===== src/include/conv_cfg_regs.svh =====
// register offsets, field positions, reset values and timing counts for the conversion configuration block
`ifndef CONV_CFG_REGS_SVH
`define CONV_CFG_REGS_SVH
`define CFG_ADDR_CONVERSION 2'h0
`define CFG_RESET_VALUE 10'h020
`define CFG_BIT_REF_EXT 0
`define CFG_BIT_MODE 1
`define CFG_BIT_POWER_DOWN 2
`define CFG_BIT_SEL_LO 3
`define CFG_BIT_SEL_HI 4
`define CFG_BIT_PAIR_LO 5
`define CFG_BIT_PAIR_HI 6
`define CFG_BIT_SCAN 7
`define CFG_BIT_CHECK_LO 8
`define CFG_BIT_CHECK_HI 9
`define CONV_TIME_NS 200
`define CONV_CYCLES ((`CONV_TIME_NS + 49) / 50)
`endif


===== src/include/conv_cfg_pkg.sv =====
// types shared by the conversion configuration block
package conv_cfg_pkg;
  typedef enum logic [2:0] {
    INPUT_AP = 3'h0,
    INPUT_AM = 3'h1,
    INPUT_BP = 3'h2,
    INPUT_BM = 3'h3,
    INPUT_DA = 3'h4,
    INPUT_DB = 3'h5
  } input_t;

  typedef enum logic [1:0] {
    CHECK_NONE = 2'h0,
    CHECK_UPPER = 2'h1,
    CHECK_MID = 2'h2,
    CHECK_LOWER = 2'h3
  } check_t;

  typedef enum logic [2:0] {
    ST_IDLE = 3'h1,
    ST_CONV = 3'h2,
    ST_STORE = 3'h4
  } conv_state_t;

  typedef struct packed {
    logic [1:0] check_level_sel;
    logic scan;
    logic [1:0] pair_count;
    logic [1:0] input_select;
    logic power_down;
    logic single_mode;
    logic ref_external;
  } conversion_config_t;

  typedef struct packed {
    logic valid;
    logic [2:0] input_id;
    logic [1:0] check;
  } conv_request_t;
endpackage


===== src/rtl/scan_sequencer.sv =====
// scan sequence table: which input comes at which step, and how long each sequence is
`timescale 1ns/10ps
`default_nettype none
module scan_sequencer (
  // clock and reset
  input wire logic sys_clk,
  input wire logic sys_rst,
  // selection
  input wire logic scan,
  input wire logic [1:0] pair_count,
  input wire logic [1:0] input_select,
  input wire logic [1:0] step,
  // answer
  output logic [2:0] input_id,
  output logic [1:0] last_step,
  output logic legal
);
  logic [2:0] next_input_id;
  logic [1:0] next_last_step;
  logic next_legal;

  always_comb begin
    next_input_id = 3'(conv_cfg_pkg::INPUT_AP);
    next_last_step = 2'h0;
    next_legal = 1'b1;
    case ({scan, pair_count, input_select})
      5'h00: next_input_id = 3'(conv_cfg_pkg::INPUT_AP);
      5'h01: next_input_id = 3'(conv_cfg_pkg::INPUT_AM);
      5'h02: next_input_id = 3'(conv_cfg_pkg::INPUT_BP);
      5'h03: next_input_id = 3'(conv_cfg_pkg::INPUT_BM);
      5'h04: next_input_id = 3'(conv_cfg_pkg::INPUT_DA);
      5'h05: next_input_id = 3'(conv_cfg_pkg::INPUT_DB);
      5'h11: begin
        next_last_step = 2'h1;
        next_input_id = (step == 2'h0) ? 3'(conv_cfg_pkg::INPUT_AP) : 3'(conv_cfg_pkg::INPUT_AM);
      end
      5'h12, 5'h13: begin
        next_last_step = (input_select == 2'h3) ? 2'h3 : 2'h2;
        next_input_id = {1'b0, step};
      end
      5'h15: begin
        next_last_step = 2'h1;
        next_input_id = (step == 2'h0) ? 3'(conv_cfg_pkg::INPUT_AP) : 3'(conv_cfg_pkg::INPUT_DB);
      end
      5'h16: begin
        next_last_step = 2'h2;
        next_input_id = (step == 2'h2) ? 3'(conv_cfg_pkg::INPUT_DB) : {1'b0, step};
      end
      5'h19: begin
        next_last_step = 2'h1;
        next_input_id = (step == 2'h0) ? 3'(conv_cfg_pkg::INPUT_DA) : 3'(conv_cfg_pkg::INPUT_DB);
      end
      // reserved codes fall back to a single input and are flagged
      default: next_legal = 1'b0;
    endcase
  end

  always_ff @(posedge sys_clk) begin
    if (sys_rst) begin
      input_id <= 3'h0;
      last_step <= 2'h0;
      legal <= 1'b1;
    end else begin
      input_id <= next_input_id;
      last_step <= next_last_step;
      legal <= next_legal;
    end
  end
endmodule
`default_nettype wire


===== src/rtl/conversion_config.sv =====
// conversion configuration register and the conversion pacing it steers
// Operation
// - bit 0 picks internal reference when clear, external reference when set; resets clear.
// - bit 1 clear, the reset value, means continuous conversion paced by sample clock.
// - continuous mode stores one result per falling edge of the free-running sample clock.
// - bit 1 set makes the sample clock pin a single-shot trigger.
// - trigger falling edge holds all selected inputs together, then converts them in turn.
// - single mode raises the ready flag when stored results reach the trigger level.
// - bit 2 set powers the converter down; clear keeps it active; resets clear.
// - register writes and reads keep working while powered down.
// - results already stored stay readable while powered down.
// - bits 3 and 4 choose the input or input pair converted; reset clear.
// - bits 5 and 6 give the differential count; reset has bit 5 set.
// - bit 7 enables automatic scanning; resets clear.
// - bits 8 and 9 choose a test voltage instead of the input; reset clear.
// - test code 0 normal, 1 upper, 2 midpoint, 3 lower reference.
// - four-input scan converts the inputs in fixed repeating order into storage.
// - trigger met once trigger-level results are stored since the previous trigger.
`timescale 1ns/10ps
`default_nettype none
`include "conv_cfg_regs.svh"
module conversion_config #(
  parameter int TRIGGER_LEVEL = 1
) (
  // clock and reset
  input wire logic sys_clk,
  input wire logic sys_rst,
  // parallel data bus
  input wire logic [11:0] bus_wdata,
  input wire logic bus_write,
  input wire logic bus_read,
  output logic [9:0] bus_rdata,
  // conversion pacing pin
  input wire logic sample_clock_in,
  // results drained by the storage logic outside
  input wire logic result_taken,
  // conversion control toward the analog core
  output var conv_cfg_pkg::conv_request_t conv_request,
  output logic sample_hold,
  output logic ref_external,
  output logic analog_power_down,
  output logic block_ready_flag,
  output logic config_reserved
);
  initial begin
    if (TRIGGER_LEVEL < 1 || TRIGGER_LEVEL > 14) begin
      $error("TRIGGER_LEVEL must be 1 to 14");
    end
    if (`CONV_CYCLES < 1 || `CONV_CYCLES > 15) begin
      $error("conversion time must give 1 to 15 cycles");
    end
  end

  localparam logic [3:0] TRIG_LEVEL = 4'(TRIGGER_LEVEL);
  localparam logic [3:0] CONV_COUNT = 4'(`CONV_CYCLES);

  conv_cfg_pkg::conversion_config_t cfg;
  conv_cfg_pkg::conv_state_t state;
  logic pin_prev;
  logic [1:0] step;
  logic [2:0] seq_input;
  logic [1:0] seq_last;
  logic seq_legal;
  logic [3:0] conv_timer;
  logic [3:0] stored_count;
  logic cfg_hit;
  logic pin_fall;
  logic store_now;

  assign cfg_hit = bus_write && (bus_wdata[11:10] == `CFG_ADDR_CONVERSION);
  assign pin_fall = pin_prev && !sample_clock_in;
  assign store_now = (state == conv_cfg_pkg::ST_STORE);

  // register write stays live in power down
  always_ff @(posedge sys_clk) begin
    if (sys_rst) begin
      cfg <= conv_cfg_pkg::conversion_config_t'(`CFG_RESET_VALUE);
    end else if (cfg_hit) begin
      cfg <= conv_cfg_pkg::conversion_config_t'(bus_wdata[9:0]);
    end
  end

  always_ff @(posedge sys_clk) begin
    if (sys_rst) begin
      bus_rdata <= 10'h000;
    end else if (bus_read) begin
      bus_rdata <= cfg;
    end
  end

  always_ff @(posedge sys_clk) begin
    if (sys_rst) begin
      pin_prev <= 1'b0;
    end else begin
      pin_prev <= sample_clock_in;
    end
  end

  scan_sequencer u_seq (
    .sys_clk(sys_clk),
    .sys_rst(sys_rst),
    .scan(cfg.scan),
    .pair_count(cfg.pair_count),
    .input_select(cfg.input_select),
    .step(step),
    .input_id(seq_input),
    .last_step(seq_last),
    .legal(seq_legal)
  );

  // conversion sequencer; power down only stops new conversions
  always_ff @(posedge sys_clk) begin
    if (sys_rst) begin
      state <= conv_cfg_pkg::ST_IDLE;
      step <= 2'h0;
      conv_timer <= 4'h0;
    end else begin
      case (state)
        conv_cfg_pkg::ST_IDLE: begin
          // continuous scans resume where they stopped; a write or a single shot restarts them
          if (cfg.single_mode || cfg_hit) begin
            step <= 2'h0;
          end
          if (pin_fall && !cfg.power_down) begin
            conv_timer <= CONV_COUNT;
            state <= cfg.single_mode ? conv_cfg_pkg::ST_CONV : conv_cfg_pkg::ST_STORE;
          end
        end
        conv_cfg_pkg::ST_CONV: begin
          if (conv_timer <= 4'h1) begin
            state <= conv_cfg_pkg::ST_STORE;
          end else begin
            conv_timer <= conv_timer - 4'h1;
          end
        end
        conv_cfg_pkg::ST_STORE: begin
          if (cfg.single_mode && step != seq_last) begin
            step <= step + 2'h1;
            conv_timer <= CONV_COUNT;
            state <= conv_cfg_pkg::ST_CONV;
          end else begin
            // continuous mode advances the scan one input per sample edge
            if (!cfg.single_mode) begin
              step <= (step == seq_last) ? 2'h0 : step + 2'h1;
            end
            state <= conv_cfg_pkg::ST_IDLE;
          end
        end
        default: state <= conv_cfg_pkg::ST_IDLE;
      endcase
    end
  end

  always_ff @(posedge sys_clk) begin
    if (sys_rst) begin
      sample_hold <= 1'b0;
    end else if (pin_fall && cfg.single_mode && !cfg.power_down && state == conv_cfg_pkg::ST_IDLE) begin
      sample_hold <= 1'b1;
    end else if (store_now && step == seq_last) begin
      sample_hold <= 1'b0;
    end
  end

  always_ff @(posedge sys_clk) begin
    if (sys_rst) begin
      conv_request <= '0;
    end else begin
      conv_request.valid <= store_now;
      conv_request.input_id <= seq_input;
      conv_request.check <= cfg.check_level_sel;
    end
  end

  // trigger counter; results already stored are untouched by power down
  always_ff @(posedge sys_clk) begin
    if (sys_rst) begin
      stored_count <= 4'h0;
      block_ready_flag <= 1'b0;
    end else begin
      block_ready_flag <= 1'b0;
      if (store_now) begin
        if (stored_count + 4'h1 >= TRIG_LEVEL) begin
          stored_count <= 4'h0;
          block_ready_flag <= cfg.single_mode;
        end else begin
          stored_count <= stored_count + 4'h1;
        end
      end
      // a drain in the same cycle as a new trigger must not swallow it
      if (result_taken && !store_now) begin
        block_ready_flag <= 1'b0;
      end
    end
  end

  always_ff @(posedge sys_clk) begin
    if (sys_rst) begin
      ref_external <= 1'b0;
      analog_power_down <= 1'b0;
      config_reserved <= 1'b0;
    end else begin
      ref_external <= cfg.ref_external;
      analog_power_down <= cfg.power_down;
      config_reserved <= !seq_legal;
    end
  end

  // checks on the register, the sequencer and the registered outputs
  AST_RESET_VALUE: assert property (@(posedge sys_clk) sys_rst |=> cfg == `CFG_RESET_VALUE)
    else $error("config not at reset value");

  AST_WRITE_TAKES: assert property (@(posedge sys_clk) disable iff (sys_rst)
    cfg_hit |=> cfg == $past(bus_wdata[9:0]))
    else $error("config write lost");

  AST_OTHER_ADDR: assert property (@(posedge sys_clk) disable iff (sys_rst)
    (bus_write && bus_wdata[11:10] != `CFG_ADDR_CONVERSION) |=> $stable(cfg))
    else $error("write to other address changed config");

  AST_PD_NO_START: assert property (@(posedge sys_clk) disable iff (sys_rst)
    (cfg.power_down && state == conv_cfg_pkg::ST_IDLE) |=> state == conv_cfg_pkg::ST_IDLE)
    else $error("conversion started in power down");

  AST_CONT_STORE: assert property (@(posedge sys_clk) disable iff (sys_rst)
    (pin_fall && !cfg.single_mode && !cfg.power_down && state == conv_cfg_pkg::ST_IDLE && !cfg_hit)
    |=> ##1 conv_request.valid)
    else $error("continuous edge stored no result");

  AST_SINGLE_CONV: assert property (@(posedge sys_clk) disable iff (sys_rst)
    (pin_fall && cfg.single_mode && !cfg.power_down && state == conv_cfg_pkg::ST_IDLE)
    |=> sample_hold && state == conv_cfg_pkg::ST_CONV)
    else $error("trigger did not hold and convert");

  AST_READY_ONLY_SINGLE: assert property (@(posedge sys_clk) disable iff (sys_rst)
    block_ready_flag |-> $past(cfg.single_mode))
    else $error("ready flag outside single mode");

  AST_READBACK: assert property (@(posedge sys_clk) disable iff (sys_rst)
    (bus_read && !$past(cfg_hit)) |=> bus_rdata == $past(cfg))
    else $error("readback wrong");

  AST_REF_FOLLOW: assert property (@(posedge sys_clk) disable iff (sys_rst)
    ##1 ref_external == $past(cfg.ref_external))
    else $error("reference select not followed");

  AST_CHECK_PASS: assert property (@(posedge sys_clk) disable iff (sys_rst)
    store_now |=> conv_request.valid && conv_request.check == $past(cfg.check_level_sel))
    else $error("test level not passed with the result");

  AST_INPUT_FOLLOW: assert property (@(posedge sys_clk) disable iff (sys_rst)
    store_now |=> conv_request.input_id == $past(seq_input))
    else $error("result tagged with the wrong input");

  AST_VALID_PULSE: assert property (@(posedge sys_clk) disable iff (sys_rst)
    conv_request.valid |=> !conv_request.valid)
    else $error("result strobe longer than one cycle");

  AST_CONT_STEP_HOLD: assert property (@(posedge sys_clk) disable iff (sys_rst)
    (state == conv_cfg_pkg::ST_IDLE && !cfg.single_mode && !cfg_hit) |=> $stable(step))
    else $error("continuous scan position lost while idle");

  AST_SCAN_WRAP: assert property (@(posedge sys_clk) disable iff (sys_rst)
    (store_now && !cfg.single_mode && step == seq_last) |=> step == 2'h0)
    else $error("continuous scan did not wrap");

  AST_SINGLE_RESTART: assert property (@(posedge sys_clk) disable iff (sys_rst)
    (state == conv_cfg_pkg::ST_IDLE && cfg.single_mode) |=> step == 2'h0)
    else $error("single shot did not restart the scan");

  AST_SINGLE_NEXT_STEP: assert property (@(posedge sys_clk) disable iff (sys_rst)
    (store_now && cfg.single_mode && step != seq_last)
    |=> state == conv_cfg_pkg::ST_CONV && step == $past(step) + 2'h1)
    else $error("single shot did not move to the next input");

  AST_HOLD_CLEARS: assert property (@(posedge sys_clk) disable iff (sys_rst)
    (store_now && step == seq_last) |=> !sample_hold)
    else $error("hold not released after the last input");

  AST_TIMER_RANGE: assert property (@(posedge sys_clk) disable iff (sys_rst)
    state == conv_cfg_pkg::ST_CONV |-> conv_timer != 4'h0 && conv_timer <= CONV_COUNT)
    else $error("conversion timer out of range");

  AST_STORE_AFTER_CONV: assert property (@(posedge sys_clk) disable iff (sys_rst)
    (state == conv_cfg_pkg::ST_CONV && conv_timer <= 4'h1) |=> store_now)
    else $error("finished conversion not stored");

  AST_READY_AT_LEVEL: assert property (@(posedge sys_clk) disable iff (sys_rst)
    block_ready_flag |-> $past(store_now) && $past(stored_count) + 4'h1 >= TRIG_LEVEL)
    else $error("ready flag before the trigger level");

  AST_PD_FOLLOW: assert property (@(posedge sys_clk) disable iff (sys_rst)
    ##1 analog_power_down == $past(cfg.power_down))
    else $error("power down not followed");

  AST_RESERVED_FOLLOW: assert property (@(posedge sys_clk) disable iff (sys_rst)
    ##1 config_reserved == !$past(seq_legal))
    else $error("reserved flag not followed");

  AST_READ_HOLDS: assert property (@(posedge sys_clk) disable iff (sys_rst)
    !bus_read |=> $stable(bus_rdata))
    else $error("read data changed without a read");
endmodule
`default_nettype wire


===== config.mk =====
export PLATFORM = sky130hd
export DESIGN_NAME = conversion_config
export DESIGN_NICKNAME = d
export VERILOG_FILES = /design/src/include/conv_cfg_pkg.sv /design/src/rtl/scan_sequencer.sv /design/src/rtl/conversion_config.sv
export VERILOG_INCLUDE_DIRS = /design/src /design/src/include
export SDC_FILE = /design/constraint.sdc
export NUM_CORES = 1
export LEC_CHECK = 0
export BUFFER_PORTS_ARGS = -buffer_cell sky130_fd_sc_hd__buf_2
export CELL_PAD_IN_SITES_DETAIL_PLACEMENT = 1
export CELL_PAD_IN_SITES_GLOBAL_PLACEMENT = 1
export CORE_AREA = 2 2 89 65
export DETAILED_ROUTE_END_ITERATION = 12
export DIE_AREA = 0 0 91 67
export PLACE_DENSITY = 0.81
export SYNTH_ARGS = -nofsm -noshare
export SYNTH_HDL_FRONTEND = slang
export SYNTH_SLANG_ARGS = --single-unit

===== constraint.sdc =====
create_clock -name sys_clk -period 3 [get_ports sys_clk]
set_input_delay 0.3 -clock sys_clk [delete_from_list [all_inputs] [get_ports sys_clk]]
set_output_delay 0.3 -clock sys_clk [all_outputs]
set_load 0.1 [all_outputs]

==> impl_results.html, run 1 <==
<table>
<tr><th>Metric</th><th>Value</th></tr>
<tr><th colspan="2">Job</th></tr>
<tr><td>Max-capacitance violation count</td><td>0</td></tr>
<tr><th colspan="2">Detailed routing</th></tr>
<tr><td>Number of iterations in the first detailed-routing pass</td><td>4</td></tr>
<tr><td>Number of violations reported at the end of detailed-routing iteration 0</td><td>80</td></tr>
<tr><td>Total DRC errors in the routed layout</td><td>0</td></tr>
<tr><td>Post-Route WL</td><td>4970 um</td></tr>
<tr><td>Vias per inst</td><td>5.07</td></tr>
<tr><td>Final antenna-violating net count</td><td>0</td></tr>
<tr><td>Count of vias placed by the detailed router</td><td>between 1,500 and 2,000</td></tr>
<tr><td>Routed length per instance</td><td>around 14 um</td></tr>
<tr><th colspan="2">Synth</th></tr>
<tr><td>Compound-Gate Fraction of Synth Area</td><td>0.147</td></tr>
<tr><td>Most common library cells after synthesis</td><td>sky130_fd_sc_hd__dfxtp_1, sky130_fd_sc_hd__nand2_1, sky130_fd_sc_hd__nor2_1</td></tr>
<tr><td>Proportion of register bits with asynchronous set or reset after synthesis</td><td>0</td></tr>
<tr><td>Arithmetic-cell share of the synthesized area counting full adders, half adders and majority gates</td><td>0.0388</td></tr>
<tr><td>Synthesized-area fraction occupied by xor and xnor cells</td><td>0.00777</td></tr>
<tr><td>Post-Synth Simple-Gate Area</td><td>0.245</td></tr>
<tr><td>Share of Yosys cell area claimed by the top area cell type</td><td>0.453</td></tr>
<tr><td>Total standard cell area after synthesis</td><td>~2300 um2</td></tr>
<tr><td>YS warnings</td><td>0</td></tr>
<tr><td>Most frequently used cell type in the post-synthesis netlist</td><td>sky130_fd_sc_hd__dfxtp_1</td></tr>
<tr><td>Number of nets produced by synthesis</td><td>roughly 280</td></tr>
<tr><td>Sequential share of the synthesized area</td><td>0.453</td></tr>
<tr><td>Number of distinct library cells after synthesis</td><td>47</td></tr>
<tr><td>Multiplexer share of the synthesized area</td><td>0.0544</td></tr>
<tr><td>Top cells by area in the synthesized netlist</td><td>sky130_fd_sc_hd__dfxtp_1, sky130_fd_sc_hd__nand2_1, sky130_fd_sc_hd__mux2i_1, sky130_fd_sc_hd__nor2_1, sky130_fd_sc_hd__ha_1</td></tr>
<tr><td>Per-instance average area after synthesis</td><td>between 8 and 9 um2</td></tr>
<tr><td>Synthesized netlist cell count</td><td>approximately 250</td></tr>
<tr><td>Most used flip-flop cell after synthesis</td><td>sky130_fd_sc_hd__dfxtp_1</td></tr>
<tr><td>Total of flip-flops plus latches after synthesis</td><td>slightly above 50</td></tr>
<tr><td>Number of synthesized flops with an enable pin</td><td>0</td></tr>
<tr><td>Cell type with the largest total area after synthesis</td><td>sky130_fd_sc_hd__dfxtp_1</td></tr>
<tr><td>Main combinational cell family by area after synthesis</td><td>simple AND/OR/NAND/NOR gates</td></tr>
<tr><th colspan="2">Timing</th></tr>
<tr><td>Final setup vio count</td><td>0</td></tr>
<tr><td>Post-route fraction of the period consumed by the critical path</td><td>0.661</td></tr>
<tr><td>TNS Setup</td><td>0 ns</td></tr>
<tr><td>Highest clock rate</td><td>about 500 MHz</td></tr>
<tr><td>Clk_skew</td><td>0.0110 ns</td></tr>
<tr><td>Actual slew at the worst max-slew pin</td><td>0.922 ns</td></tr>
<tr><td>Final count of hold timing violations</td><td>0</td></tr>
<tr><td>Unrepaired setup endpoints after global routing</td><td>false</td></tr>
<tr><td>Post-layout min period</td><td>between 1.5 and 2 ns</td></tr>
<tr><td>Fin. max-slew vios</td><td>0</td></tr>
<tr><td>Relative max-transition margin</td><td>0.385</td></tr>
<tr><th colspan="2">Floorplanning</th></tr>
<tr><td>Boundary pin count</td><td>39</td></tr>
<tr><td>Placement row count</td><td>22</td></tr>
<tr><td>Vert. Die Dim</td><td>about 67 um</td></tr>
<tr><td>Effective utilization at floorplan</td><td>0.436</td></tr>
<tr><td>Core Footprint</td><td>roughly 5200 um2</td></tr>
<tr><td>Horizontal extent of the die</td><td>~91 um</td></tr>
<tr><td>Area of the die</td><td>6100 um2</td></tr>
<tr><th colspan="2">CTS</th></tr>
<tr><td>Register clock-pin slew on the reported worst setup and hold paths</td><td>roughly 0.10 ns</td></tr>
<tr><td>CTS root buf</td><td>sky130_fd_sc_hd__clkbuf_8</td></tr>
<tr><td>CTS hold repair buffers</td><td>0</td></tr>
<tr><td>Insertion delay to the later sink of the worst-skew pair</td><td>~0.31 ns</td></tr>
<tr><td>Clock tree from TritonCTS</td><td>yes</td></tr>
<tr><td>Post-CTS Resized</td><td>0</td></tr>
<tr><td>Clock sink total</td><td>51</td></tr>
<tr><td>Clock tree buffer depth</td><td>2</td></tr>
<tr><td>Num CTS Buffers</td><td>5</td></tr>
<tr><td>H-tree levels</td><td>2</td></tr>
<tr><td>Number of buffers inserted to repair setup after CTS</td><td>0</td></tr>
<tr><th colspan="2">Final layout</th></tr>
<tr><td>Non-Filler Instances</td><td>roughly 350</td></tr>
<tr><td>Area growth from synthesis to final layout</td><td>15.0%</td></tr>
<tr><td>Antenna Cells</td><td>0</td></tr>
<tr><td>Total number of nets in the final design</td><td>between 300 and 400</td></tr>
<tr><td>Ratio of cells with drive above 1 in the final layout</td><td>0.191</td></tr>
<tr><th colspan="2">Critical path</th></tr>
<tr><td>R2R Path End</td><td>conv_timer[0]</td></tr>
<tr><td>Path length in cells of the critical path</td><td>4</td></tr>
<tr><td>WP data required</td><td>3.21 ns</td></tr>
<tr><td>Worst setup path end</td><td>conv_timer[0]</td></tr>
<tr><td>Crit path from</td><td>state[2]</td></tr>
<tr><td>Peak per-stage delay on the critical path</td><td>around 0.5 ns</td></tr>
<tr><td>Crit path arrival time</td><td>roughly 2.2 ns</td></tr>
<tr><td>Kind of critical path</td><td>register to register</td></tr>
<tr><td>Critical path startpoint category</td><td>register</td></tr>
<tr><td>Nature of the critical path endpoint</td><td>register</td></tr>
<tr><td>Buf/Inv on CP</td><td>0</td></tr>
<tr><td>Crit-path cells</td><td>or3b_1, a211o_4, a21oi_4, mux2_1</td></tr>
<tr><td>Origin of the critical flop-to-flop path</td><td>state[2]</td></tr>
<tr><td>Flop2flop setup slack</td><td>between 1 and 1.5 ns</td></tr>
<tr><td>Worst-path fanout max</td><td>9</td></tr>
<tr><td>Largest delay share family, worst path</td><td>compound AO/OA/AOI/OAI gates</td></tr>
<tr><td>Cell with the biggest individual delay on the critical path</td><td>sky130_fd_sc_hd__or3b_1</td></tr>
<tr><td>Logic depth of the worst register-to-register path</td><td>4</td></tr>
<tr><th colspan="2">Placed design</th></tr>
<tr><td>Number of placed instances, taps included</td><td>around 350</td></tr>
<tr><td>IO buf count</td><td>37</td></tr>
<tr><td>GPL Wtd Cong</td><td>0.838</td></tr>
<tr><td>Dpl hpwl</td><td>roughly 3400 um</td></tr>
<tr><th colspan="2">Hold path</th></tr>
<tr><td>Worst Hold Class</td><td>primary input to register</td></tr>
<tr><th colspan="2">Power</th></tr>
<tr><td>Switching share of power</td><td>0.265</td></tr>
<tr><td>Total power density per cell area</td><td>between 500 and 600 nW/um2</td></tr>
<tr><td>Total internal power</td><td>approximately 1.1 mW</td></tr>
<tr><td>Static leakage</td><td>1.08 nW</td></tr>
<tr><td>Switching Power</td><td>approximately 400 uW</td></tr>
<tr><td>Power share of the combinational group</td><td>0.140</td></tr>
<tr><td>Max VDD drop</td><td>approximately 0.28 mV</td></tr>
<tr><td>Sequential cell fraction of total power</td><td>0.481</td></tr>
<tr><td>Fraction of power consumed by the clock network</td><td>0.379</td></tr>
<tr><th colspan="2">Status</th></tr>
<tr><td>Run status</td><td>finished, final reports clean</td></tr>
<tr><th colspan="2">Global routing</th></tr>
<tr><td>Global router's overall resource usage</td><td>0.179</td></tr>
<tr><td>Number of antenna violations at the first check in global routing</td><td>0</td></tr>
<tr><td>Largest net degree at the start of global routing</td><td>53</td></tr>
<tr><td>First-pass GRT wire length</td><td>around 8500 um</td></tr>
<tr><td>GR Overflow Total</td><td>0</td></tr>
<tr><td>Vias in the first global route</td><td>around 1,800</td></tr>
</table>
## power by group through the flow
| stage | combinational [mW] | sequential, mW | clock (mW) |
|---|---|---|---|
| global placement | 0.206 | 0.740 | 0 |
| floorplan | 0.140 | 0.772 | 0 |
| CTS | 0.212 | 0.726 | 0.584 |
| detailed placement | 0.209 | 0.742 | 0 |
| finish | 0.211 | 0.726 | 0.572 |
| global route | 0.231 | 0.732 | 0.607 |
## worst min path at each step
stage | cells past startpoint | endpoint | startpoint | slack (ns)
after detailed placement | 1 | config_reserved | u_seq.legal | 0.38
after global routing | 3 | cfg[5] | bus_wdata[5] | 0.21
final | 3 | cfg[5] | bus_wdata[5] | 0.20
after floorplan | 1 | config_reserved | u_seq.legal | 0.37
after CTS | 3 | cfg[5] | bus_wdata[5] | 0.20
after global placement | 1 | config_reserved | u_seq.legal | 0.37
## logic make-up (layout without fill, tap and decap cells)
kind of cell	count (synthesis)	count (layout)
AOI/OAI and AO/OA	44	44
xor gates and xnor gates	2	2
adders and majority gates	7	7
buffers and inverters	28	57
DFF	51	51
muxes	12	12
and+or+nand+nor	109	109
## registers in the layout, summed over array words and instances, names as in the netlist
name	cells
state	3
u_seq.last_step	2
sample_hold	1
u_seq.legal	1
step	2
bus_rdata	10
block_ready_flag	1
analog_power_down	1
conv_request	6
config_reserved	1
conv_timer	4
u_seq.input_id	3
ref_external	1
pin_prev	1
stored_count	4
cfg	10
## metrics by stage
| stage | power, mW | instance area [um2] | utilization | setup slack, ns | hold WS [ns] |
|---|---|---|---|---|---|
| final | 1.51 | 2590 | 0.501 | 1.02 | 0.201 |
| after CTS | 1.52 | 2590 | 0.501 | 1.02 | 0.195 |
| after floorplan | 0.912 | 2250 | - | 1.20 | 0.368 |
| after detailed placement | 0.950 | 2460 | 0.475 | 1.04 | 0.378 |
| after global placement | 0.946 | 2460 | 0.475 | 1.08 | 0.369 |
| after global routing | 1.57 | 2590 | 0.501 | 0.923 | 0.210 |
## tightest hold or removal path: cells and delay by family
| kind | cells | cell delay (ns) |
|---|---|---|
| buffers and inverters | 1 | 0.07 |
| and+or+nand+nor | 2 | 0.11 |
## area by class of cell
cell class / instances / area [um2]
timing repair buffer: 38 / 193
sequential: 51 / 1020
multi-input combinational: 174 / 1110
tap: 72 / 90.1
clock buffer: 5 / 68.8
clock inverter: 3 / 67.6
inverter: 11 / 41.3
fill: 641 / 2580
## per-layer routing
metal / GRT usage / part of all wire
met1: 0.223 / 0.48
met2: 0.304 / 0.46
met3: 0.0351 / 0.045
met4: 0.0814 / 0.020
met5: 0 / 0
## cells in the final DEF (no fill, tap or decap), types with 2 or more instances in the layout
cell,instances
sky130_fd_sc_hd__a221oi_1,2
sky130_fd_sc_hd__and3_1,2
sky130_fd_sc_hd__a21oi_1,14
sky130_fd_sc_hd__a21o_2,2
sky130_fd_sc_hd__nor2b_1,10
sky130_fd_sc_hd__mux2i_1,10
sky130_fd_sc_hd__or3_1,4
sky130_fd_sc_hd__o22ai_1,2
sky130_fd_sc_hd__a211oi_1,2
sky130_fd_sc_hd__nand4_1,3
sky130_fd_sc_hd__nand3_1,5
sky130_fd_sc_hd__nor3b_1,7
sky130_fd_sc_hd__dfxtp_1,51
sky130_fd_sc_hd__a21o_1,3
sky130_fd_sc_hd__o21ai_0,5
sky130_fd_sc_hd__or2_2,2
sky130_fd_sc_hd__clkbuf_8,5
sky130_fd_sc_hd__ha_1,7
sky130_fd_sc_hd__nand2_1,31
sky130_fd_sc_hd__mux2_1,2
sky130_fd_sc_hd__buf_2,37
sky130_fd_sc_hd__nor3_1,4
sky130_fd_sc_hd__or3b_1,2
sky130_fd_sc_hd__bufinv_16,2
sky130_fd_sc_hd__nor4_1,2
sky130_fd_sc_hd__nand2b_1,7
sky130_fd_sc_hd__inv_1,11
sky130_fd_sc_hd__nor2_1,25
sky130_fd_sc_hd__a31oi_1,2
sky130_fd_sc_hd__xnor2_1,2
Power figures use the tool's default switching activity.
==> inputs of run 2 (changes only) <==
Settings changed: CORE_AREA 2 2 89 65 to 2 2 97 71, DIE_AREA 0 0 91 67 to 0 0 99 73, PLACE_DENSITY 0.81 to 0.72.
Clock period 3 ns to 1.65 ns, I/O delays scaled along.
==> impl_results.html, run 2 (synthesis results as in run 1) <==
<table>
<tr><th>Metric</th><th>Value</th></tr>
<tr><th colspan="2">Timing</th></tr>
<tr><td>Actual slew at the worst max-slew pin</td><td>0.658 ns (-0.264 ns)</td></tr>
<tr><td>Setup slack of the critical path after layout</td><td>-0.0459 ns (-1.06 ns)</td></tr>
<tr><td>Post-layout min period</td><td>1.70 ns (-0.287 ns)</td></tr>
<tr><td>Unrepaired setup endpoints after global routing</td><td>true</td></tr>
<tr><td>Fin. max-slew vios</td><td>0 (unchanged)</td></tr>
<tr><td>Final count of hold timing violations</td><td>0 (unchanged)</td></tr>
<tr><td>Final setup vio count</td><td>2 (+2)</td></tr>
<tr><td>Relative max-transition margin</td><td>0.561 (+0.176)</td></tr>
<tr><td>Highest clock rate</td><td>590 MHz (+17%)</td></tr>
<tr><td>Post-route fraction of the period consumed by the critical path</td><td>1.03 (+0.367)</td></tr>
<tr><td>Final worst hold slack</td><td>0.0595 ns (-0.141 ns)</td></tr>
<tr><td>Clk_skew</td><td>0.0115 ns (+0.000478 ns)</td></tr>
<tr><th colspan="2">Final layout</th></tr>
<tr><td>Ratio of cells with drive above 1 in the final layout</td><td>0.317 (+0.126)</td></tr>
<tr><td>Total number of nets in the final design</td><td>330 (+7.8%)</td></tr>
<tr><td>Count of fill cells added during filler insertion</td><td>770 (+20%)</td></tr>
<tr><td>Total area of multi-input combinational cells</td><td>1190 um2 (+7.4%)</td></tr>
<tr><td>Flip-flop and latch area</td><td>1030 um2 (+0.86%)</td></tr>
<tr><td>Biggest registers after layout</td><td>bus_rdata (10), cfg (10), conv_request (6)</td></tr>
<tr><td>Area growth from synthesis to final layout</td><td>27.5%</td></tr>
<tr><td>Commonest non-fill, non-tap cell in the layout</td><td>sky130_fd_sc_hd__dfxtp_1</td></tr>
<tr><td>Antenna Cells</td><td>0 (unchanged)</td></tr>
<tr><td>Post-route design area</td><td>2880 um2 (+11%)</td></tr>
<tr><td>Commonest cells after routing, fill and taps aside</td><td>sky130_fd_sc_hd__dfxtp_1, sky130_fd_sc_hd__buf_2, sky130_fd_sc_hd__nand2_1</td></tr>
<tr><th colspan="2">Detailed routing</th></tr>
<tr><td>Count of vias placed by the detailed router</td><td>1,935 (+7.8%)</td></tr>
<tr><td>Total DRC errors in the routed layout</td><td>0 (unchanged)</td></tr>
<tr><td>Number of iterations in the first detailed-routing pass</td><td>4 (unchanged)</td></tr>
<tr><td>Post-Route WL</td><td>5520 um (+11%)</td></tr>
<tr><td>Number of violations reported at the end of detailed-routing iteration 0</td><td>44 (-45%)</td></tr>
<tr><td>Final antenna-violating net count</td><td>0 (unchanged)</td></tr>
<tr><td>Routed length per instance</td><td>14.3 um (+1.5%)</td></tr>
<tr><td>Vias per inst</td><td>5.00 (-1.4%)</td></tr>
<tr><th colspan="2">Floorplanning</th></tr>
<tr><td>Vert. Die Dim</td><td>73 um (+9.0%)</td></tr>
<tr><td>Boundary pin count</td><td>39 (unchanged)</td></tr>
<tr><td>Placement row count</td><td>25 (+14%)</td></tr>
<tr><td>Effective utilization at floorplan</td><td>0.352 (-0.0841)</td></tr>
<tr><td>Area of the die</td><td>7230 um2 (+19%)</td></tr>
<tr><td>Horizontal extent of the die</td><td>99 um (+8.8%)</td></tr>
<tr><td>Core Footprint</td><td>6410 um2 (+24%)</td></tr>
<tr><th colspan="2">Status</th></tr>
<tr><td>Run status</td><td>finished, violations left</td></tr>
<tr><td>Violated checks</td><td>negative setup slack</td></tr>
<tr><th colspan="2">Critical path</th></tr>
<tr><td>Origin of the critical flop-to-flop path</td><td>state[2]</td></tr>
<tr><td>Peak per-stage delay on the critical path</td><td>0.39 ns (-0.12 ns)</td></tr>
<tr><td>Flop2flop setup slack</td><td>-0.05 ns (-1.06 ns)</td></tr>
<tr><td>Kind of critical path</td><td>register to register</td></tr>
<tr><td>Crit path arrival time</td><td>1.91 ns (-0.29 ns)</td></tr>
<tr><td>Crit path from</td><td>state[2]</td></tr>
<tr><td>Cell with the biggest individual delay on the critical path</td><td>sky130_fd_sc_hd__or3b_4</td></tr>
<tr><td>Nature of the critical path endpoint</td><td>register</td></tr>
<tr><td>Worst-path fanout max</td><td>5 (-4)</td></tr>
<tr><td>WP data required</td><td>1.86 ns (-1.35 ns)</td></tr>
<tr><td>Crit-path cells</td><td>or3b_4, a211o_4, a21oi_4, mux2_4</td></tr>
<tr><td>Critical path startpoint category</td><td>register</td></tr>
<tr><th colspan="2">Placed design</th></tr>
<tr><td>GPL Wtd Cong</td><td>0.839 (+0.12%)</td></tr>
<tr><td>Dpl hpwl</td><td>3840 um (+14%)</td></tr>
<tr><td>IO buf count</td><td>37 (unchanged)</td></tr>
<tr><td>DP Area</td><td>2630 um2 (+7.2%)</td></tr>
<tr><th colspan="2">CTS</th></tr>
<tr><td>Clock tree buffer depth</td><td>2 (unchanged)</td></tr>
<tr><td>Clock sink total</td><td>51 (unchanged)</td></tr>
<tr><td>Register clock-pin slew on the reported worst setup and hold paths</td><td>0.10 ns (about the same)</td></tr>
<tr><td>Num CTS Buffers</td><td>5 (unchanged)</td></tr>
<tr><td>Clock tree from TritonCTS</td><td>yes</td></tr>
<tr><td>H-tree levels</td><td>2 (unchanged)</td></tr>
<tr><td>CTS root buf</td><td>sky130_fd_sc_hd__clkbuf_8</td></tr>
<tr><td>Insertion delay to the later sink of the worst-skew pair</td><td>0.32 ns (about the same)</td></tr>
<tr><th colspan="2">Global routing</th></tr>
<tr><td>Vias in the first global route</td><td>1,842 (+3.8%)</td></tr>
<tr><td>Global router's overall resource usage</td><td>0.155 (-0.0242)</td></tr>
<tr><td>Largest net degree at the start of global routing</td><td>35 (-34%)</td></tr>
<tr><td>Fraction of met3 tracks used by global routing</td><td>0.0469 (+0.0119)</td></tr>
<tr><td>First-pass GRT wire length</td><td>8950 um (+4.9%)</td></tr>
<tr><td>Global-route met2 utilization</td><td>0.248 (-0.0552)</td></tr>
<tr><td>Met1 global-route usage</td><td>0.206 (-0.0169)</td></tr>
<tr><td>Number of antenna violations at the first check in global routing</td><td>0 (unchanged)</td></tr>
<tr><td>GR Overflow Total</td><td>0 (unchanged)</td></tr>
<tr><td>GRT busiest layer</td><td>met2</td></tr>
<tr><th colspan="2">Power</th></tr>
<tr><td>Max VDD drop</td><td>0.452 mV (+64%)</td></tr>
<tr><td>Design Power</td><td>2.88 mW (+91%)</td></tr>
<tr><td>Static leakage</td><td>1.22 nW (+13%)</td></tr>
<tr><td>Total power density per cell area</td><td>1000 nW/um2 (+72%)</td></tr>
<tr><th colspan="2">Hold path</th></tr>
<tr><td>Hold path startpoint</td><td>bus_wdata[5]</td></tr>
<tr><td>Worst Hold Class</td><td>primary input to register</td></tr>
<tr><th colspan="2">Job</th></tr>
<tr><td>Max-capacitance violation count</td><td>0 (unchanged)</td></tr>
</table>
## run 2: cell types whose count changed in the layout (fill, tap and decap cells not counted), sizes merged
cell  change
buf      +24
## run 2: stage by stage
| step | TNS [ns] | cells | utilization | setup slack [ns] |
|---|---|---|---|---|
| global placement | -0.0363 | 376 | 0.411 | -0.0146 |
| detailed placement | -0.197 | 376 | 0.411 | -0.0763 |
| floorplan | -0.273 | 253 | - | -0.130 |
| global route | -0.193 | 387 | 0.448 | -0.0907 |
| finish | -0.0823 | 387 | 0.448 | -0.0459 |
| CTS | -0.0970 | 384 | 0.433 | -0.0411 |
## run 2: final cells by class
class                   count  share of cell area
repair buffers             62               0.130
multi-input cells         174               0.415
flip-flops and latches     51               0.358
well taps                  81              0.0352
clock buffers               5              0.0239
inverters                  11              0.0144
clock inverters             3              0.0235
## run 2: final timing paths
path	endpoint	depth (start not counted)
setup / recovery	conv_timer[0]	4
hold reg to reg	config_reserved	1
hold / removal	cfg[5]	3
setup reg to reg	conv_timer[0]	4
## run 2: timing repair
item / CTS / global route
setup buffers: 0 / 3
hold buffers: 0 / 0
setup endpoints to repair: 3 / 5
gates resized for setup: 3 / 18
pin swaps: 2 / 3
## run 2: power by group
part	switching, mW	total, mW	internal (mW)
clock	0.449	1.05	0.605
combinational	0.300	0.511	0.211
sequential	0.0335	1.31	1.28
## run 2: metal layers
layer  routed length, um  vias to the layer above
met5                   0                        -
li1                    -                      965
met4                  50                        0
met3                 197                        6
met2                2520                       29
met1                2740                      935
## run 2: critical path: cells and delay by family (launching register included)
family / cells / cell delay [ns]
compound gates: 2 / 0.51
simple gates: 1 / 0.39
flops: 1 / 0.37
mux: 1 / 0.32
==> inputs of run 3 (changes only) <==
Settings changed: CORE_AREA 2 2 97 71 to 2 2 92 68, DIE_AREA 0 0 99 73 to 0 0 94 70, PLACE_DENSITY 0.72 to 0.76.
Clock period 1.65 ns to 1.6 ns, I/O delays scaled along.
==> impl_results.html, run 3 (synthesis results as in run 1) <==
<table>
<tr><th>Metric</th><th>Value</th></tr>
<tr><th colspan="2">Floorplanning</th></tr>
<tr><td>Horizontal extent of the die</td><td>94 um (-5.1%)</td></tr>
<tr><td>Vert. Die Dim</td><td>70 um (-4.1%)</td></tr>
<tr><td>Area of the die</td><td>6580 um2 (-9.0%)</td></tr>
<tr><td>Core Footprint</td><td>5860 um2 (-8.7%)</td></tr>
<tr><td>Placement row count</td><td>24 (-4.0%)</td></tr>
<tr><td>Effective utilization at floorplan</td><td>0.385 (+0.0334)</td></tr>
<tr><td>Boundary pin count</td><td>39 (unchanged)</td></tr>
<tr><th colspan="2">Hold path</th></tr>
<tr><td>Hold depth</td><td>3 (unchanged)</td></tr>
<tr><td>Worst Hold Class</td><td>primary input to register</td></tr>
<tr><th colspan="2">Power</th></tr>
<tr><td>Static leakage</td><td>1.19 nW (-2.4%)</td></tr>
<tr><td>Max VDD drop</td><td>0.471 mV (+4.1%)</td></tr>
<tr><td>Total power density per cell area</td><td>928 nW/um2 (-7.2%)</td></tr>
<tr><th colspan="2">Global routing</th></tr>
<tr><td>First-pass GRT wire length</td><td>9180 um (+2.6%)</td></tr>
<tr><td>GR Overflow Total</td><td>0 (unchanged)</td></tr>
<tr><td>Number of antenna violations at the first check in global routing</td><td>0 (unchanged)</td></tr>
<tr><td>Global router's overall resource usage</td><td>0.179 (+0.0243)</td></tr>
<tr><td>Vias in the first global route</td><td>1,880 (+2.1%)</td></tr>
<tr><td>Largest net degree at the start of global routing</td><td>25 (-29%)</td></tr>
<tr><th colspan="2">CTS</th></tr>
<tr><td>CTS hold repair buffers</td><td>0 (unchanged)</td></tr>
<tr><td>Clock tree from TritonCTS</td><td>yes</td></tr>
<tr><td>H-tree levels</td><td>2 (unchanged)</td></tr>
<tr><td>CTS root buf</td><td>sky130_fd_sc_hd__clkbuf_8</td></tr>
<tr><td>Clock tree buffer depth</td><td>2 (unchanged)</td></tr>
<tr><td>Insertion delay to the later sink of the worst-skew pair</td><td>0.30 ns (-0.02 ns)</td></tr>
<tr><td>Clock sink total</td><td>51 (unchanged)</td></tr>
<tr><td>Num CTS Buffers</td><td>5 (unchanged)</td></tr>
<tr><td>Register clock-pin slew on the reported worst setup and hold paths</td><td>0.09 ns (about the same)</td></tr>
<tr><th colspan="2">Timing</th></tr>
<tr><td>Final count of hold timing violations</td><td>0 (unchanged)</td></tr>
<tr><td>Highest clock rate</td><td>602 MHz (+2.1%)</td></tr>
<tr><td>Final setup vio count</td><td>2 (unchanged)</td></tr>
<tr><td>Post-layout min period</td><td>1.66 ns (-0.0353 ns)</td></tr>
<tr><td>Setup slack of the critical path after layout</td><td>-0.0607 ns (-0.0147 ns)</td></tr>
<tr><td>Fin. max-slew vios</td><td>0 (unchanged)</td></tr>
<tr><td>Post-route fraction of the period consumed by the critical path</td><td>1.04 (+0.0101)</td></tr>
<tr><td>Actual slew at the worst max-slew pin</td><td>0.503 ns (-0.155 ns)</td></tr>
<tr><td>Relative max-transition margin</td><td>0.667 (+0.105)</td></tr>
<tr><td>Unrepaired setup endpoints after global routing</td><td>true</td></tr>
<tr><td>Clk_skew</td><td>0.00341 ns (-0.00811 ns)</td></tr>
<tr><th colspan="2">Status</th></tr>
<tr><td>Run status</td><td>finished, violations left</td></tr>
<tr><td>Violated checks</td><td>negative setup slack</td></tr>
<tr><th colspan="2">Final layout</th></tr>
<tr><td>Antenna Cells</td><td>0 (unchanged)</td></tr>
<tr><td>Total number of nets in the final design</td><td>331 (+0.30%)</td></tr>
<tr><td>Ratio of cells with drive above 1 in the final layout</td><td>0.300 (-0.0173)</td></tr>
<tr><td>Commonest cells after routing, fill and taps aside</td><td>sky130_fd_sc_hd__dfxtp_1, sky130_fd_sc_hd__buf_2, sky130_fd_sc_hd__nand2_1</td></tr>
<tr><td>Count of fill cells added during filler insertion</td><td>728 (-5.5%)</td></tr>
<tr><td>Commonest non-fill, non-tap cell in the layout</td><td>sky130_fd_sc_hd__dfxtp_1</td></tr>
<tr><td>Area growth from synthesis to final layout</td><td>23.6%</td></tr>
<tr><td>Non-Filler Instances</td><td>385 (-0.52%)</td></tr>
<tr><td>Biggest registers after layout</td><td>bus_rdata (10), cfg (10), conv_request (6)</td></tr>
<tr><th colspan="2">Critical path</th></tr>
<tr><td>Worst-path fanout max</td><td>4 (-1)</td></tr>
<tr><td>Largest delay share family, worst path</td><td>compound AO/OA/AOI/OAI gates</td></tr>
<tr><td>Crit path arrival time</td><td>1.86 ns (-0.05 ns)</td></tr>
<tr><td>Logic depth of the worst register-to-register path</td><td>4 (unchanged)</td></tr>
<tr><td>Crit-path cells</td><td>or3b_4, a211o_4, a21oi_4, mux2_4</td></tr>
<tr><td>Buf/Inv on CP</td><td>0 (unchanged)</td></tr>
<tr><td>Cell with the biggest individual delay on the critical path</td><td>sky130_fd_sc_hd__or3b_4</td></tr>
<tr><td>Path length in cells of the critical path</td><td>4 (unchanged)</td></tr>
<tr><td>Nature of the critical path endpoint</td><td>register</td></tr>
<tr><td>WP data required</td><td>1.80 ns (-0.06 ns)</td></tr>
<tr><td>Kind of critical path</td><td>register to register</td></tr>
<tr><td>Critical path startpoint category</td><td>register</td></tr>
<tr><td>Peak per-stage delay on the critical path</td><td>0.39 ns (about the same)</td></tr>
<tr><th colspan="2">Detailed routing</th></tr>
<tr><td>Total DRC errors in the routed layout</td><td>0 (unchanged)</td></tr>
<tr><td>Count of vias placed by the detailed router</td><td>1,926 (-0.47%)</td></tr>
<tr><td>Final antenna-violating net count</td><td>0 (unchanged)</td></tr>
<tr><td>Number of violations reported at the end of detailed-routing iteration 0</td><td>114 (+160%)</td></tr>
<tr><td>Number of iterations in the first detailed-routing pass</td><td>4 (unchanged)</td></tr>
<tr><td>Vias per inst</td><td>5.00 (about the same)</td></tr>
<tr><td>Post-Route WL</td><td>5670 um (+2.7%)</td></tr>
<tr><td>Routed length per instance</td><td>14.7 um (+3.2%)</td></tr>
<tr><th colspan="2">Placed design</th></tr>
<tr><td>Number of placed instances, taps included</td><td>375 (-0.27%)</td></tr>
<tr><td>IO buf count</td><td>37 (unchanged)</td></tr>
<tr><td>GPL Wtd Cong</td><td>0.843 (+0.54%)</td></tr>
<tr><td>Dpl hpwl</td><td>4080 um (+6.3%)</td></tr>
<tr><td>Worst-case setup slack after placement</td><td>-0.109 ns (-0.0322 ns)</td></tr>
<tr><th colspan="2">Job</th></tr>
<tr><td>Max-capacitance violation count</td><td>0 (unchanged)</td></tr>
</table>
==> run 3: cell count changes in the layout (fill, tap and decap cells not counted), sizes merged <==
cell      before  now
buf           62   63
bufinv         2    0
clkbuf         5    7
clkinv         0    1
clkinvlp       1    0
==> run 3: stage by stage <==
step                       util  area, um2  setup TNS (ns)  power, mW  hold WS, ns
after CTS                 0.472       2770          -0.147       2.61       0.0649
after global placement    0.452       2650          -0.143       1.84        0.374
final                     0.476       2790          -0.116       2.59       0.0716
after detailed placement  0.452       2650          -0.297       1.85        0.384
after floorplan               -       2270          -0.423       1.72        0.284
after global routing      0.476       2790          -0.275       2.72       0.0649
==> run 3: worst reg2reg max path, stage by stage (launching register included) <==
cell and delay, ns:
sky130_fd_sc_hd__dfxtp_2 0.37, sky130_fd_sc_hd__or3b_4 0.40, sky130_fd_sc_hd__a211o_4 0.30, sky130_fd_sc_hd__a21oi_4 0.18, sky130_fd_sc_hd__mux2_4 0.32
==> run 3: layout make-up <==
| class | count | area (um2) | area share |
|---|---|---|---|
| multi-input cells | 174 | 1160 | 0.415 |
| flip-flops and latches | 51 | 1030 | 0.369 |
| repair buffers | 63 | 380 | 0.136 |
| well taps | 78 | 97.6 | 0.0350 |
| clock buffers | 7 | 76.3 | 0.0274 |
| inverters | 11 | 41.3 | 0.0148 |
| clock inverters | 1 | 5.00 | 0.00180 |
==> run 3: where the power goes <==
group	internal, mW	total, mW	switching [mW]
Combinational	0.211	0.509	0.298
Sequential	1.32	1.35	0.0380
Clock	0.308	0.725	0.417
==> run 3: layer usage <==
metal | vias up | global-route usage | routed length (um)
li1 | 961 | - | -
met3 | 5 | 0.0388 | 199
met2 | 29 | 0.273 | 2490
met4 | 0 | 0.0580 | 59
met1 | 931 | 0.253 | 2910
met5 | - | 0 | 0
==> run 3: worst paths after layout <==
path                startpoint         endpoint  slack [ns]
setup / recovery      state[2]    conv_timer[0]       -0.06
hold / removal    bus_wdata[5]           cfg[5]        0.07
setup reg to reg      state[2]    conv_timer[0]       -0.06
hold reg to reg    u_seq.legal  config_reserved        0.39
==> run 3: what timing repair did <==
action                                 CTS  global route
gates resized for setup                  8             8
setup endpoints to repair                5             7
pin swaps                                2             3
buffers inserted                         2             0
endpoints found under the hold margin    0             0
